File: config.mk
export PLATFORM = sky130hd
export DESIGN_NAME = pcar_router
export DESIGN_NICKNAME = d
export VERILOG_FILES = /design/src/core/pcar_pkg.sv /design/src/core/pcar_decode.sv /design/src/core/pcar_router.sv
export SDC_FILE = /design/constraint.sdc
export NUM_CORES = 1
export LEC_CHECK = 0
export CORE_MARGIN = 3
export CORE_UTILIZATION = 50
export DETAILED_ROUTE_END_ITERATION = 6
export DONT_BUFFER_PORTS = 1
export HOLD_SLACK_MARGIN = 0.08
export PLACE_DENSITY = 0.77
export SLEW_MARGIN = 20
export SYNTH_ARGS = -nofsm -noshare
export SYNTH_HDL_FRONTEND = slang
export SYNTH_SLANG_ARGS = --single-unit
File: constraint.sdc
create_clock -name i_clk_sys -period 7 [get_ports i_clk_sys]
set_input_delay 0.7 -clock i_clk_sys [delete_from_list [all_inputs] [get_ports i_clk_sys]]
set_output_delay 0.7 -clock i_clk_sys [all_outputs]
set_load 0.005 [all_outputs]
File: src/core/pcar_pkg.sv
/*
  Constants for the configuration access router: I/O addresses, address
  register fields, reset values and the route and cycle-type encodings.
  Assumes a single host clock and the router that imports this package.
*/
package pcar_pkg;
  localparam logic [15:0] PCAR_ADDR_IO      = 16'h0cf8;
  localparam logic [15:0] PCAR_DATA_IO      = 16'h0cfc;
  localparam logic [31:0] PCAR_ADDR_RESET   = 32'h00000000;
  localparam logic [31:0] PCAR_DATA_RESET   = 32'h00000000;
  localparam logic [31:0] PCAR_ADDR_WMASK   = 32'h80fffffc;
  localparam logic [31:0] PCAR_ALL_ONES     = 32'hffffffff;
  localparam logic [3:0]  PCAR_BE_DWORD     = 4'hf;
  localparam int          PCAR_EN_BIT       = 31;
  localparam int          PCAR_BUS_LSB      = 16;
  localparam int          PCAR_DEV_LSB      = 11;
  localparam int          PCAR_FUNC_LSB     = 8;
  localparam int          PCAR_REG_LSB      = 2;
  localparam logic [4:0]  PCAR_DEV_INT_LAST = 5'h03;
  localparam int          PCAR_IDSEL_BASE   = 16;

  // Route targets of a forwarded cycle
  typedef enum logic [2:0] {
    PCAR_TGT_INTERNAL,
    PCAR_TGT_PRIMARY,
    PCAR_TGT_GRAPHICS,
    PCAR_TGT_SEC2,
    PCAR_TGT_SEC3,
    PCAR_TGT_NONE
  } pcar_tgt_type;

  // Kind of cycle placed on the chosen link
  typedef enum logic [1:0] {
    PCAR_CYC_IO,
    PCAR_CYC_CFG0,
    PCAR_CYC_CFG1
  } pcar_cyc_type;
endpackage

File: src/core/pcar_decode.sv
/*
  Combinational routing decode of a configuration address. Assumes bridge
  bus numbers come from the bridge register files outside this block.
*/
module pcar_decode
  import pcar_pkg::*;
(
  input  wire logic [31:0]  i_addr,
  input  wire logic [3:0]   i_int_enable,
  input  wire logic [7:0]   i_sec_bus [1:3],
  input  wire logic [7:0]   i_sub_bus [1:3],
  output pcar_tgt_type      o_tgt,
  output pcar_cyc_type      o_cyc,
  output logic      [1:0]   o_int_func
);
  logic [7:0] bus;
  logic [4:0] dev;
  logic [2:0] func;

  assign bus  = i_addr[PCAR_BUS_LSB +: 8];
  assign dev  = i_addr[PCAR_DEV_LSB +: 5];
  assign func = i_addr[PCAR_FUNC_LSB +: 3];

  always_comb
  begin
    o_tgt      = PCAR_TGT_PRIMARY;
    o_cyc      = PCAR_CYC_CFG1;
    o_int_func = dev[1:0];
    if (bus == 8'h00)
    begin
      o_cyc = PCAR_CYC_CFG0;
      if (dev <= PCAR_DEV_INT_LAST && i_int_enable[dev[1:0]])
      begin
        // Nonzero function to an internal device is dropped, not forwarded
        o_tgt = (func == 3'h0) ? PCAR_TGT_INTERNAL : PCAR_TGT_NONE;
      end
      else
      begin
        o_tgt = PCAR_TGT_PRIMARY;
      end
    end
    else if (bus == i_sec_bus[1])
    begin
      o_tgt = PCAR_TGT_GRAPHICS;
      o_cyc = PCAR_CYC_CFG0;
    end
    else if (bus > i_sec_bus[1] && bus <= i_sub_bus[1])
    begin
      o_tgt = PCAR_TGT_GRAPHICS;
      o_cyc = PCAR_CYC_CFG1;
    end
    else if (bus == i_sec_bus[2])
    begin
      o_tgt = PCAR_TGT_SEC2;
      o_cyc = PCAR_CYC_CFG0;
    end
    else if (bus > i_sec_bus[2] && bus <= i_sub_bus[2])
    begin
      o_tgt = PCAR_TGT_SEC2;
      o_cyc = PCAR_CYC_CFG1;
    end
    else if (bus == i_sec_bus[3])
    begin
      o_tgt = PCAR_TGT_SEC3;
      o_cyc = PCAR_CYC_CFG0;
    end
    else if (bus > i_sec_bus[3] && bus <= i_sub_bus[3])
    begin
      o_tgt = PCAR_TGT_SEC3;
      o_cyc = PCAR_CYC_CFG1;
    end
    else
    begin
      o_tgt = PCAR_TGT_PRIMARY;
      o_cyc = PCAR_CYC_CFG1;
    end
  end
endmodule

File: src/core/pcar_router.sv
/*
  Host I/O configuration access router: address register, data window,
  and forwarding of each access not claimed or ignored locally to internal functions, the primary hub link,
  the graphics port or a secondary hub link. Assumes host I/O requests are
  single-cycle strobes synchronous to i_clk_sys, and each downstream target
  answers with a one-cycle done pulse carrying read data.
*/
module pcar_router
  import pcar_pkg::*;
(
  input  wire logic         i_clk_sys,
  input  wire logic         i_nrst,
  // Host I/O request
  input  wire logic         i_io_req,
  input  wire logic         i_io_write,
  input  wire logic [15:0]  i_io_addr,
  input  wire logic [3:0]   i_io_be,
  input  wire logic [31:0]  i_io_wdata,
  output logic              o_io_ready,
  output logic      [31:0]  o_io_rdata,
  // Bridge bus numbers, index 1 graphics, 2 and 3 secondary links
  input  wire logic [7:0]   i_sec_bus [1:3],
  input  wire logic [7:0]   i_sub_bus [1:3],
  input  wire logic [1:0]   i_int_func_enable,
  // Hub link line 11 for each secondary link, sampled at reset release
  input  wire logic [1:0]   i_hub_link_line_11,
  // Downstream cycle
  output logic              o_cyc_valid,
  output pcar_tgt_type      o_cyc_tgt,
  output pcar_cyc_type      o_cyc_kind,
  output logic              o_cyc_write,
  output logic      [31:0]  o_cyc_addr,
  output logic      [3:0]   o_cyc_be,
  output logic      [31:0]  o_cyc_wdata,
  output logic      [1:0]   o_cyc_int_func,
  input  wire logic         i_cyc_done,
  input  wire logic [31:0]  i_cyc_rdata,
  output logic      [1:0]   o_sec_populated
);
  typedef enum logic [1:0] {PCAR_ST_IDLE, PCAR_ST_WAIT, PCAR_ST_ANSWER} pcar_st_type;

  logic              rst_meta_q;
  logic              rst_sync_q;
  logic              strap_pending_q;
  logic      [1:0]   sec_pop_q;
  logic      [31:0]  cfg_address_q;
  logic      [31:0]  cfg_window_bits_q;
  pcar_st_type       st_q;
  logic              ans_q;
  logic      [31:0]  rdata_q;
  logic              cyc_valid_q;
  pcar_tgt_type      cyc_tgt_q;
  pcar_cyc_type      cyc_kind_q;
  logic              cyc_write_q;
  logic      [31:0]  cyc_addr_q;
  logic      [3:0]   cyc_be_q;
  logic      [31:0]  cyc_wdata_q;
  logic      [1:0]   cyc_int_func_q;
  pcar_tgt_type      dec_tgt;
  pcar_cyc_type      dec_cyc;
  logic      [1:0]   dec_func;
  logic      [3:0]   int_enable;
  logic              hit_addr;
  logic              hit_data;
  logic              dword;
  logic              cfg_enable;
  logic              take;

  // Devices 0 and 1 never disabled; 2 and 3 follow their enable and population
  assign int_enable = {i_int_func_enable[1] & sec_pop_q[1],
                       i_int_func_enable[0] & sec_pop_q[0], 2'b11};

  pcar_decode u_decode (
    .i_addr       (cfg_address_q),
    .i_int_enable (int_enable),
    .i_sec_bus    (i_sec_bus),
    .i_sub_bus    (i_sub_bus),
    .o_tgt        (dec_tgt),
    .o_cyc        (dec_cyc),
    .o_int_func   (dec_func)
  );

  assign hit_addr   = (i_io_addr == PCAR_ADDR_IO);
  assign hit_data   = (i_io_addr == PCAR_DATA_IO);
  assign dword      = (i_io_be == PCAR_BE_DWORD);
  assign cfg_enable = cfg_address_q[PCAR_EN_BIT];
  assign take       = i_io_req && (st_q == PCAR_ST_IDLE);

  //////////////////////////////////////////////////////////////////////////
  // Reset release

  always_ff @(posedge i_clk_sys or negedge i_nrst)
  begin
    if (!i_nrst)
    begin
      rst_meta_q <= 1'b0;
      rst_sync_q <= 1'b0;
    end
    else
    begin
      rst_meta_q <= 1'b1;
      rst_sync_q <= rst_meta_q;
    end
  end

  // Strap caught on the first clock after release, never under reset
  always_ff @(posedge i_clk_sys or negedge rst_sync_q)
  begin
    if (!rst_sync_q)
    begin
      strap_pending_q <= 1'b1;
      sec_pop_q       <= 2'b00;
    end
    else if (strap_pending_q)
    begin
      strap_pending_q <= 1'b0;
      sec_pop_q       <= i_hub_link_line_11;
    end
  end

  //////////////////////////////////////////////////////////////////////////
  // Address register

  always_ff @(posedge i_clk_sys or negedge rst_sync_q)
  begin
    if (!rst_sync_q)
      cfg_address_q <= PCAR_ADDR_RESET;
    else if (take && i_io_write && hit_addr && dword)
      // Reserved bits stay zero whatever is written
      cfg_address_q <= i_io_wdata & PCAR_ADDR_WMASK;
  end

  //////////////////////////////////////////////////////////////////////////
  // Data window holds the last value written to it or returned by any forwarded read

  always_ff @(posedge i_clk_sys or negedge rst_sync_q)
  begin
    if (!rst_sync_q)
      cfg_window_bits_q <= PCAR_DATA_RESET;
    else if (take && i_io_write && hit_data)
      cfg_window_bits_q <= i_io_wdata;
    else if (st_q == PCAR_ST_WAIT && i_cyc_done && !cyc_write_q)
      cfg_window_bits_q <= i_cyc_rdata;
  end

  //////////////////////////////////////////////////////////////////////////
  // Request sequencing and downstream cycle

  always_ff @(posedge i_clk_sys or negedge rst_sync_q)
  begin
    if (!rst_sync_q)
    begin
      st_q           <= PCAR_ST_IDLE;
      ans_q          <= 1'b0;
      rdata_q        <= 32'h00000000;
      cyc_valid_q    <= 1'b0;
      cyc_tgt_q      <= PCAR_TGT_PRIMARY;
      cyc_kind_q     <= PCAR_CYC_IO;
      cyc_write_q    <= 1'b0;
      cyc_addr_q     <= 32'h00000000;
      cyc_be_q       <= 4'h0;
      cyc_wdata_q    <= 32'h00000000;
      cyc_int_func_q <= 2'b00;
    end
    else
    begin
      ans_q       <= 1'b0;
      cyc_valid_q <= 1'b0;
      unique case (st_q)
        PCAR_ST_IDLE:
        begin
          if (take)
          begin
            cyc_write_q <= i_io_write;
            cyc_be_q    <= i_io_be;
            cyc_wdata_q <= i_io_wdata;
            if (hit_addr && dword)
            begin
              // Claimed locally, answered next cycle
              rdata_q <= cfg_address_q;
              ans_q   <= 1'b1;
              st_q    <= PCAR_ST_ANSWER;
            end
            else if (hit_data && cfg_enable)
            begin
              // Uses the address as already loaded by the host
              cyc_tgt_q      <= dec_tgt;
              cyc_kind_q     <= dec_cyc;
              cyc_int_func_q <= dec_func;
              cyc_addr_q     <= route_addr(cfg_address_q, dec_tgt, dec_cyc);
              if (dec_tgt == PCAR_TGT_NONE)
              begin
                // Ignored access: writes dropped, reads float high
                rdata_q <= PCAR_ALL_ONES;
                ans_q   <= 1'b1;
                st_q    <= PCAR_ST_ANSWER;
              end
              else
              begin
                cyc_valid_q <= 1'b1;
                st_q        <= PCAR_ST_WAIT;
              end
            end
            else
            begin
              // Partial access to the address port, disabled window, other I/O
              cyc_tgt_q   <= PCAR_TGT_PRIMARY;
              cyc_kind_q  <= PCAR_CYC_IO;
              cyc_addr_q  <= {16'h0000, i_io_addr};
              cyc_valid_q <= 1'b1;
              st_q        <= PCAR_ST_WAIT;
            end
          end
        end
        PCAR_ST_WAIT:
        begin
          if (i_cyc_done)
          begin
            rdata_q <= i_cyc_rdata;
            ans_q   <= 1'b1;
            st_q    <= PCAR_ST_ANSWER;
          end
        end
        PCAR_ST_ANSWER:
        begin
          st_q <= PCAR_ST_IDLE;
        end
      endcase
    end
  end

  //////////////////////////////////////////////////////////////////////////
  // Address formatting for the chosen target

  function automatic logic [31:0] route_addr(input logic [31:0] a,
                                             input pcar_tgt_type t,
                                             input pcar_cyc_type c);
    logic [31:0] r;
    logic [4:0]  dv;
    r  = {24'h000000, a[PCAR_REG_LSB +: 6], 2'b00};
    dv = a[PCAR_DEV_LSB +: 5];
    r[PCAR_FUNC_LSB +: 3] = a[PCAR_FUNC_LSB +: 3];
    if (t == PCAR_TGT_GRAPHICS && c == PCAR_CYC_CFG0)
    begin
      // One select line per device; device 16 and above gets none
      if (!dv[4])
        r[PCAR_IDSEL_BASE + 32'(dv[3:0])] = 1'b1;
    end
    else
    begin
      r[PCAR_DEV_LSB +: 5] = dv;
      if (c == PCAR_CYC_CFG1)
        r[PCAR_BUS_LSB +: 8] = a[PCAR_BUS_LSB +: 8];
    end
    return r;
  endfunction

  assign o_io_ready      = ans_q;
  assign o_io_rdata      = rdata_q;
  assign o_cyc_valid     = cyc_valid_q;
  assign o_cyc_tgt       = cyc_tgt_q;
  assign o_cyc_kind      = cyc_kind_q;
  assign o_cyc_write     = cyc_write_q;
  assign o_cyc_addr      = cyc_addr_q;
  assign o_cyc_be        = cyc_be_q;
  assign o_cyc_wdata     = cyc_wdata_q;
  assign o_cyc_int_func  = cyc_int_func_q;
  assign o_sec_populated = sec_pop_q;
endmodule

==> results_dict.tcl, run 1 <==
set metrics [dict create \
    synth-xor-area-share 0 \
    gp_congestion 0.880 \
    sequential_cell_area_um2 3510 \
    finalWirelength_um 20200 \
    upper_clock_frequency_limit_mhz 310 \
    timing.slew.headroom 0.348 \
    accumulated_negative_setup_slack_ns 0 \
    worst_r2r_startpoint "st_q[1]" \
    synth-async-reset-ratio 1.00 \
    synth.most_common_cell "sky130_fd_sc_hd__nand2_1" \
    insertion_delay_ns 0.42 \
    synth-simple-area-share 0.176 \
    route.detailed.drc 0 \
    synthAdderAreaFrac 0.0884 \
    critical_path_maximum_fanout 64 \
    irDropWorstVdd_uv 205 \
    detailed_place_hpwl_um 15100 \
    synth_top_family_by_area "simple AND/OR/NAND/NOR gates" \
    setup.worst_path.class "register to register" \
    grt_first_pass_wirelength_um 31900 \
    cts_sinks 140 \
    measured_slew_at_the_worst_slew_check_pin_ns 0.979 \
    seq_area_frac_synth 0.496 \
    vias_in_the_first_global_route 6015 \
    synth_enable_flop_cells 0 \
    crit_path_top_delay_cell "sky130_fd_sc_hd__clkinv_1" \
    drtPass1Iterations 4 \
    synth_top_area_share 0.488 \
    synth_cells 747 \
    top_level_ports 253 \
    clockRootBuffer "sky130_fd_sc_hd__clkbuf_16" \
    cts_made_buffers 17 \
    outcome "finished clean" \
    detailedRoute.firstIterationViolations 290 \
    cts_max_level 4 \
    drive_above_1_share 0.114 \
    min_path_type "register to register" \
    max_stage_delay_ns 0.75 \
    cts_tree "yes" \
    worst-endpoint-required_ns 7.34 \
    synth_fp_nets 938 \
    final_net_count 934 \
    leading_post_synthesis_cells_by_cell_area "sky130_fd_sc_hd__dfrtp_1, sky130_fd_sc_hd__nand2_1, sky130_fd_sc_hd__ha_1, sky130_fd_sc_hd__mux2_2, sky130_fd_sc_hd__o21ai_0" \
    commonest_cells_post_synth "sky130_fd_sc_hd__nand2_1, sky130_fd_sc_hd__dfrtp_1, sky130_fd_sc_hd__ha_1, sky130_fd_sc_hd__inv_1, sky130_fd_sc_hd__o21ai_0" \
    placementRows 42 \
    ys.warnings.count 0 \
    setup.worst_path.end_class "register" \
    overflow 0 \
    final.period_utilization 0.461 \
    min-delay-start "rst_meta_q" \
    floorplan.die_area_um2 15600 \
    core_area_um2 13600 \
    grt_use_total 0.260 \
    share_of_the_synthesized_area_in_compound_gates_ao_oa_aoi_oai 0.152 \
    timing.critical_path.mode_cell "sky130_fd_sc_hd__inv_1" \
    cts_buffer_depth 2 \
    synth_cell_type_count 54 \
    vias_per_cell 6.09 \
    die_w_um 125 \
    setup_repair_after_global_routing_missed_its_margin "false" \
    placed_area_um2 7170 \
    synth_area_um2 7070 \
    fillerInstances 1190 \
    yosys-mux-area-fraction 0.0382 \
    report.final.slew_viol_count 0 \
    grt_max_degree 76 \
    maxCapViolations 0 \
    synth-main-ff-cell "sky130_fd_sc_hd__dfrtp_1" \
    multi_input_area_um2 3230 \
    clk_pin_slew_ns 0.06 \
    postCtsSetupBuffers 0 \
    p_leak_nw 4.01 \
    hold_viol 0 \
    syn_area_per_cell_um2 9.47 \
    fp.dieH_um 125 \
    p_per_area_nw_per_um2 380 \
    area_growth_pct 10.9 \
    worstSetupStartpointType "register" \
    synth_seq_cells 140 \
    route.vias.total 5671 \
    antenna_found_initial 1 \
    timing.final.crit_period_ns 3.23 \
    post_detailed_route_wirelength_per_cell_um 21.7 \
    cts.repair.resized 0 \
    critical_path.startpoint "st_q[1]" \
    clock-skew-final_ns 0.00708 \
    antenna_left 0 \
    port-buffer-count 0 \
    crit_chain "inv_1 > ha_1 > clkinv_1 > o22ai_1 > inv_1 > o211ai_4 > buf_4 > nand2_1 > o21ai_1" \
    cp_data_arrival_time_ns 3.57 \
    diodes 0 \
    synth.largest_area_cell "sky130_fd_sc_hd__dfrtp_1" \
    initial_utilization 0.522 \
    design_area_um2 7850 \
    setup_viol 0 \
]
[layout by cell type (no fill, tap or decap), drive strengths merged, types with 5 or more instances in the layout]
cell type	Yosys	layout
clkinv	1	7
buf	14	6
a31oi	6	6
a21o	15	15
dfrtp	138	138
mux2	24	24
ha	50	50
nor2	21	21
a21oi	26	26
o21ai	73	73
bufinv	0	5
clkbuf	16	20
o31ai	5	5
o22ai	26	26
nor2b	7	7
nand4	18	18
inv	47	47
nand3	12	12
nand2	205	205
o211ai	8	8
[cells by family (layout without fill, tap and decap cells)]
kind of cell / after synthesis / count (layout)
adders and majority gates: 50 / 50
other: 2 / 2
AOI/OAI and AO/OA: 170 / 170
buffers and inverters: 78 / 86
DFF: 140 / 140
and+or+nand+nor: 283 / 283
muxes: 24 / 24
[per-stage QoR]
| stage | hold WS (ns) | util | setup WS (ns) | power (W) | instances |
|---|---|---|---|---|---|
| finish | 0.367 | 0.579 | 3.77 | 0.00298 | 931 |
| global route | 0.373 | 0.579 | 3.49 | 0.00317 | 931 |
| CTS | 0.370 | 0.577 | 3.79 | 0.00300 | 930 |
| detailed placement | 0.350 | 0.529 | 3.51 | 0.00201 | 898 |
| global placement | 0.339 | 0.529 | 3.64 | 0.00195 | 898 |
| floorplan | 0.331 | - | 2.81 | 0.00185 | 747 |
[registers in the layout (all words and copies together), names as in the netlist, 3 cells and up]
register and flops:
o_cyc_addr 32, o_cyc_be 4, cfg_address_q 23, o_cyc_wdata 32
o_io_rdata 32, o_cyc_tgt 3
[worst paths after layout]
kind / endpoint / slack [ns] / cells after the start
worst max-delay path: o_io_rdata[23] / 3.77 / 9
worst min-delay path: rst_sync_q / 0.37 / 0
worst max register to register: o_io_rdata[23] / 3.77 / 9
worst min register to register: rst_sync_q / 0.37 / 0
max in group asynchronous: cfg_address_q[3] / 5.08 / 1
min in group asynchronous: o_cyc_wdata[30] / 0.41 / 0
[cell type report]
class	instances	share of cell area
Inverter	48	0.0230
Timing Repair Buffer	7	0.00702
Sequential cell	140	0.447
Clock buffer	20	0.0582
Clock inverter	11	0.0244
Tap cell	176	0.0281
Multi-Input combinational cell	529	0.412
[critical path: cells and delay by family (launching register included)]
| family | cells | cell delay (ns) |
|---|---|---|
| AO/OA/AOI/OAI | 3 | 0.88 |
| flip-flops | 1 | 0.37 |
| AND/OR/NAND/NOR | 1 | 0.15 |
| adder cells (fa/ha/maj) | 1 | 0.18 |
| buffers and inverters | 4 | 1.57 |
[report_power, final]
group	switching (W)	internal, W
clock	0.000335	0.000649
sequential	0.000226	0.00108
combinational	0.000444	0.000249
[routing by layer]
layer / track usage / up-vias / routed length, µm
met1: 0.318 / 2759 / 7790
met5: 0 / - / 0
met4: 0.108 / 0 / 714
met3: 0.101 / 49 / 1970
li1: - / 2571 / -
met2: 0.413 / 292 / 9690
[timing repair]
| action | CTS | global route |
|---|---|---|
| hold buffers | 1 | 0 |
| setup endpoints to repair | 0 | 0 |
| endpoints found under the hold margin | 2 | 0 |
Power figures use the tool's default switching activity.
==> run 2: changes to the inputs <==
- ABC_AREA: default -> 1
- clock period: 7 -> 3.02 ns (I/O delays scaled with it)
==> run 2 against run 1 <==
Net effect:
- synthesized cell count rose by 29%
- sequential power rose by 130%
- sequential share of layout area fell by 6.4 points
- worst setup slack got worse by 3.5 ns
- via count increased by 19%
- total power is 150% higher
- critical path depth grew 4
- clock power is 120% higher
- register-to-register slack worse by 3.5 ns
- worst hold slack worse by 0.29 ns
- synthesized area grew 11%
- sequential cell count unchanged
- critical path type unchanged
- largest power group unchanged
- highest routed layer unchanged
==> results_dict.tcl, run 2 <==
set metrics [dict create \
    sequential_cell_area_um2 3510 \
    fp.dieH_um 131 \
    irDropWorstVdd_uv 511 \
    timing.final.crit_period_ns 2.72 \
    setup.worst_path.class "register to register" \
    port-buffer-count 0 \
    power.switching_fraction 0.373 \
    p_leak_nw 4.77 \
    regToRegSetupSlack_ns 0.30 \
    diodes 0 \
    report.final.slew_viol_count 0 \
    gp_congestion 0.887 \
    antenna_found_initial 0 \
    route.vias.total 6733 \
    critPathCapture "o_io_rdata[22]" \
    outcome "finished clean" \
    grt_use_total 0.266 \
    overflow 0 \
    insertion_delay_ns 0.42 \
    clk_pin_slew_ns 0.06 \
    synth_fp_nets 1154 \
    clockRootBuffer "sky130_fd_sc_hd__clkbuf_16" \
    die_w_um 131 \
    setup.worst_path.end_class "register" \
    post_route_insts_no_fill 1236 \
    syn_area_per_cell_um2 8.13 \
    dp.cells 1151 \
    commonest_cells_post_synth "sky130_fd_sc_hd__nand2_1, sky130_fd_sc_hd__dfrtp_1, sky130_fd_sc_hd__inv_1, sky130_fd_sc_hd__nor2_1, sky130_fd_sc_hd__o21ai_0" \
    worst-endpoint-required_ns 3.37 \
    detailed_place_hpwl_um 15800 \
    top_level_ports 253 \
    synth.largest_area_cell "sky130_fd_sc_hd__dfrtp_1" \
    core_area_um2 15300 \
    r2r_end "o_io_rdata[22]" \
    drtPass1Iterations 5 \
    layout_common_cells "sky130_fd_sc_hd__nand2_1, sky130_fd_sc_hd__dfrtp_1, sky130_fd_sc_hd__inv_1, sky130_fd_sc_hd__nor2_1, sky130_fd_sc_hd__o21ai_0" \
    setup_repair_after_global_routing_missed_its_margin "false" \
    hold_viol 0 \
    synth.most_common_cell "sky130_fd_sc_hd__nand2_1" \
    synth-main-ff-cell "sky130_fd_sc_hd__dfrtp_1" \
    p_int_w 0.00459 \
    vias_in_the_first_global_route 6668 \
    final_net_count 1204 \
    leading_post_synthesis_cells_by_cell_area "sky130_fd_sc_hd__dfrtp_1, sky130_fd_sc_hd__nand2_1, sky130_fd_sc_hd__ha_1, sky130_fd_sc_hd__inv_1, sky130_fd_sc_hd__o21ai_0" \
    grt_max_degree 83 \
    synth_cell_type_count 47 \
    timing.slew.headroom 0.540 \
    measured_slew_at_the_worst_slew_check_pin_ns 0.690 \
    accumulated_negative_setup_slack_ns 0 \
    clock-skew-final_ns 0.0128 \
    critical_path.startpoint "cfg_address_q[21]" \
    p_per_area_nw_per_um2 800 \
    post_detailed_route_wirelength_per_cell_um 18.5 \
    seq_area_frac_synth 0.448 \
    cts_buffer_depth 2 \
    cts_sinks 140 \
    synth_top_area_share 0.441 \
    power.share.sequential 0.412 \
    worstSetupStartpointType "register" \
    min_path_type "primary input to register" \
    synth_enable_flop_cells 0 \
    cts_tree "yes" \
    final.period_utilization 0.901 \
    maxCapViolations 0 \
    vias_per_cell 5.45 \
    finalWirelength_um 22800 \
    p_switching_w 0.00273 \
    drive_above_1_share 0.114 \
    upper_clock_frequency_limit_mhz 368 \
    grt_first_pass_wirelength_um 36300 \
    critical_path_maximum_fanout 32 \
    route.detailed.drc 0 \
    floorplan.die_area_um2 17200 \
    initial_utilization 0.513 \
    synth_cells 963 \
    area_growth_pct 17.0 \
    comb_power_share 0.287 \
    multi_input_area_um2 3660 \
    synth_seq_cells 140 \
    synth-async-reset-ratio 1.00 \
    setup_viol 0 \
    cp_data_arrival_time_ns 3.07 \
    placementRows 45 \
    cts_max_level 4 \
    cts_made_buffers 17 \
    fillerInstances 1321 \
    worstRegToRegCells 13 \
    antenna_left 0 \
    power.share.clock 0.300 \
    synth_area_um2 7830 \
    detailedRoute.firstIterationViolations 522 \
    ys.warnings.count 0 \
    layout.cells.most_common "sky130_fd_sc_hd__nand2_1" \
    worst_r2r_startpoint "cfg_address_q[21]" \
]
## run 2: cell count changes after synthesis, sizes merged, moves of 7 or more
cell   delta
nor2b     -7
nand3    +35
nor2     +72
o22ai    -24
inv      +66
nand4     -8
o21ai    +24
mux2     -22
a21o     -11
nand2    +97
## run 2: cell type report
type / instances / share of cell area
inverters: 116 / 0.0477
well taps: 211 / 0.0288
clock inverters: 11 / 0.0183
multi-input cells: 669 / 0.400
repair buffers: 69 / 0.0727
clock buffers: 20 / 0.0499
flip-flops and latches: 140 / 0.383
## run 2: timing repair
action                                  4_1_cts  5_1_grt
setup buffers                                 0        0
endpoints found under the hold margin        70        0
hold buffers                                 54        0
resized for setup                             0        1
endpoints found under the setup margin        0        3
## run 2: metrics by stage
step           hold WS (ns)  cell area (µm²)  utilization  power (W)  worst slack [ns]
2_1_floorplan       0.00641             7830            -    0.00457             0.696
3_3_place_gp        0.00648             7990        0.524    0.00498             0.412
3_5_place_dp        0.00650             7990        0.524    0.00506             0.373
4_1_cts              0.0911             9160        0.600    0.00733             0.307
5_1_grt              0.0847             9160        0.600    0.00783            0.0934
6_report             0.0818             9160        0.600    0.00732             0.300
## run 2: kinds of logic (layout without fill, tap and decap cells)
kind of cell,Yosys count,after routing,share of synthesized area
other cells,2,2,0.000959
fa+ha+maj,50,50,0.0799
mux,2,2,0.00288
flops,140,140,0.448
compound gates,153,153,0.109
buf+inv,154,216,0.0863
simple gates,462,462,0.273
## run 2: how the worst min path moves through the flow
stage | from | endpoint | slack, ns | cells past startpoint
floorplan | i_nrst | rst_meta_q | 0.006 | 0
global placement | i_nrst | rst_meta_q | 0.006 | 0
detailed placement | i_nrst | rst_meta_q | 0.007 | 0
CTS | i_io_wdata[21] | cfg_address_q[21] | 0.09 | 2
global route | i_io_wdata[21] | cfg_address_q[21] | 0.08 | 2
finish | i_io_wdata[21] | cfg_address_q[21] | 0.08 | 2
## run 2: routing by layer
layer,part of all wire,GRT usage
met1,0.43,0.353
met2,0.46,0.415
met3,0.077,0.0735
met4,0.034,0.110
met5,0,0
## run 2: critical path, stage by stage, from the launching register on
cell	delay, ns
sky130_fd_sc_hd__dfrtp_1	0.64
sky130_fd_sc_hd__ha_1	0.35
sky130_fd_sc_hd__a21oi_1	0.21
sky130_fd_sc_hd__o21a_1	0.13
sky130_fd_sc_hd__nand2_1	0.07
sky130_fd_sc_hd__a21oi_1	0.22
sky130_fd_sc_hd__nand3_1	0.12
sky130_fd_sc_hd__nand2_2	0.11
sky130_fd_sc_hd__nand3_2	0.11
sky130_fd_sc_hd__nand2_4	0.10
sky130_fd_sc_hd__nand2_4	0.08
sky130_fd_sc_hd__nand2_8	0.26
sky130_fd_sc_hd__nand3_1	0.14
sky130_fd_sc_hd__nand2_1	0.09
## run 2: power by group through the flow
stage	Combinational, W	Sequential [W]	Clock (W)
floorplan	0.00170	0.00287	0
global placement	0.00194	0.00304	0
detailed placement	0.00203	0.00303	0
CTS	0.00209	0.00301	0.00223
global route	0.00242	0.00307	0.00233
finish	0.00210	0.00302	0.00220
==> run 3: changes to the inputs <==
- PLACE_DENSITY: 0.77 -> 0.8
- clock period: 3.02 -> 2.4 ns (I/O delays scaled with it)
==> run 3 against run 2 <==
Net effect:
- the flow now finishes with violations (negative setup slack)
- via count rose by 4.7%
- largest power group unchanged
- first-iteration DRC count is 4.2% lower
- critical path type unchanged
- non-clock buffer count is 45 higher
- register-to-register slack lost 0.41 ns
- core utilization is 4.8 points higher
- cell count increased by 4.0%
- clock-buffer cell count grew 1
==> results_dict.tcl, run 3 (synthesis results as in run 2) <==
set metrics [dict create \
    outcome "finished with violations" \
    failing_checks "negative setup slack" \
    grt_use_met3 0.0819 \
    post_detailed_route_wirelength_per_cell_um 18.9 \
    postLayoutCoreUtil 0.649 \
    overflow 0 \
    port-buffer-count 0 \
    timing.hold.ws_ns 0.122 \
    timing.final.crit_period_ns 2.51 \
    die_w_um 131 \
    finalWirelength_um 24300 \
    cts_max_level 4 \
    initial_utilization 0.513 \
    dpl_worst_slack_ns -0.186 \
    insertion_delay_ns 0.42 \
    cts_made_buffers 17 \
    floorplan.die_area_um2 17200 \
    global_route.peak_usage_layer "met2" \
    cts_buffer_depth 2 \
    worst-endpoint-required_ns 2.71 \
    report.final.slew_viol_count 0 \
    p_per_area_nw_per_um2 946 \
    critPathCapture "o_io_rdata[20]" \
    layout_common_cells "sky130_fd_sc_hd__nand2_1, sky130_fd_sc_hd__dfrtp_1, sky130_fd_sc_hd__inv_1, sky130_fd_sc_hd__nor2_1, sky130_fd_sc_hd__o21ai_0" \
    fp.dieH_um 131 \
    route.vias.total 7051 \
    critical_path_depth 16 \
    setup_viol 32 \
    irDropWorstVdd_uv 600 \
    setup_repair_after_global_routing_missed_its_margin "true" \
    cts_sinks 140 \
    vias_per_cell 5.49 \
    r2r_end "o_io_rdata[20]" \
    globalRouteMet1Util 0.357 \
    fillerInstances 1198 \
    top_level_ports 253 \
    route.detailed.drc 0 \
    final_net_count 1252 \
    accumulated_negative_setup_slack_ns -2.76 \
    critical_path_maximum_fanout 20 \
    p_leak_nw 5.01 \
    critical_path.startpoint "cfg_address_q[23]" \
    cp_data_arrival_time_ns 2.82 \
    timing.critical_path.mode_cell "sky130_fd_sc_hd__nand2_1" \
    antenna_found_initial 0 \
    measured_slew_at_the_worst_slew_check_pin_ns 0.782 \
    vias_in_the_first_global_route 6885 \
    gp_congestion 0.953 \
    clockRootBuffer "sky130_fd_sc_hd__clkbuf_16" \
    layout.cells.most_common "sky130_fd_sc_hd__nand2_1" \
    crit_chain "ha_4 > nand2_4 > nor2_4 > buf_4 > nand4_1 > nand2_2 > a21oi_4 > nand2_1 > nand2_1 > nand2_2 > nand3_2 > nand2_2 > nand4_4 > buf_12 > nand2_1 > nand2_1" \
    min_path_type "primary input to register" \
    dp.cells 1174 \
    setup_slack_ns -0.108 \
    regToRegSetupSlack_ns -0.11 \
    met2_usage 0.437 \
    grt_first_pass_wirelength_um 37400 \
    worstSetupStartpointType "register" \
    antenna_left 0 \
    clk_pin_slew_ns 0.06 \
    setup.worst_path.class "register to register" \
    upper_clock_frequency_limit_mhz 399 \
    clock-skew-final_ns 0.00963 \
    max_stage_delay_ns 0.53 \
    grt_max_degree 139 \
    worstRegToRegCells 16 \
    grt_use_total 0.274 \
    detailed_place_hpwl_um 16600 \
    worst_r2r_startpoint "cfg_address_q[23]" \
    drtPass1Iterations 6 \
    drive_above_1_share 0.181 \
    maxCapViolations 0 \
    crit_path_top_delay_cell "sky130_fd_sc_hd__dfrtp_2" \
    placementRows 45 \
    hold_viol 0 \
    post_route_insts_no_fill 1285 \
    cts_tree "yes" \
    cpLargestDelayFamily "simple AND/OR/NAND/NOR gates" \
    core_area_um2 15300 \
    final.period_utilization 1.05 \
    detailedRoute.firstIterationViolations 500 \
    diodes 0 \
    area_growth_pct 26.4 \
    timing.slew.headroom 0.479 \
    setup.worst_path.end_class "register" \
    critical_path_buf_inv_count 2 \
]
-- run 3: cell types whose count changed in the layout (fill, tap and decap cells not counted), moves of 5 or more --
cell                            delta
sky130_fd_sc_hd__buf_4            +26
sky130_fd_sc_hd__dlygate4sd3_1    +13
sky130_fd_sc_hd__ha_1             -13
sky130_fd_sc_hd__ha_4             +13
sky130_fd_sc_hd__nand2_1           -8
sky130_fd_sc_hd__dfrtp_1           -7
sky130_fd_sc_hd__dfrtp_2           +7
sky130_fd_sc_hd__nand2_2           +6
sky130_fd_sc_hd__nor2_1            -5
-- run 3: final cells by class --
| class | count | area (µm²) | area share |
|---|---|---|---|
| Multi-Input combinational cell | 672 | 4030 | 0.407 |
| Timing Repair Buffer | 114 | 1070 | 0.108 |
| Inverter | 116 | 438 | 0.0443 |
| Clock inverter | 11 | 119 | 0.0120 |
| Tap cell | 211 | 264 | 0.0267 |
| Clock buffer | 21 | 460 | 0.0465 |
| Sequential cell | 140 | 3520 | 0.356 |
-- run 3: repair_timing --
action                     in CTS  in global routing
setup endpoints to repair      41                 61
pin swaps                       1                 13
resized for setup               8                 58
buffers inserted                2                  6
gates cloned                    1                  3
hold endpoints to repair       90                  0
hold buffers                   67                  0
-- run 3: per-stage QoR --
stage | cell area [µm²] | power [W]
floorplan | 7830 | 0.00575
global placement | 8180 | 0.00632
CTS | 9470 | 0.00915
global route | 9900 | 0.0100
detailed placement | 8180 | 0.00644
finish | 9900 | 0.00936
-- run 3: worst min path at each step --
stage / from / endpoint / slack [ns] / cells after the start
global placement: i_nrst / rst_meta_q / -0.06 / 0
detailed placement: i_nrst / rst_meta_q / -0.06 / 0
floorplan: i_nrst / rst_meta_q / -0.06 / 0
CTS: i_io_req / st_q[1] / 0.11 / 3
finish: i_cyc_rdata[16] / o_io_rdata[16] / 0.12 / 4
global route: i_io_req / st_q[1] / 0.13 / 3
-- run 3: layer usage --
layer	wire length, µm	share of wire
met5	0	0
met4	684	0.028
met3	2070	0.085
met2	11700	0.48
met1	9900	0.41
-- run 3: power breakdown --
part           switching, W  internal [W]  leakage [nW]
registers          0.000686       0.00313          1.77
clock network      0.000983       0.00158         0.287
logic               0.00195       0.00104          2.96
-- run 3: tightest hold or removal path: stages --
cell and delay, ns:
sky130_fd_sc_hd__nand2_1 0.03, sky130_fd_sc_hd__o211ai_1 0.10, sky130_fd_sc_hd__nand3_2 0.08, sky130_fd_sc_hd__nand2_1 0.06
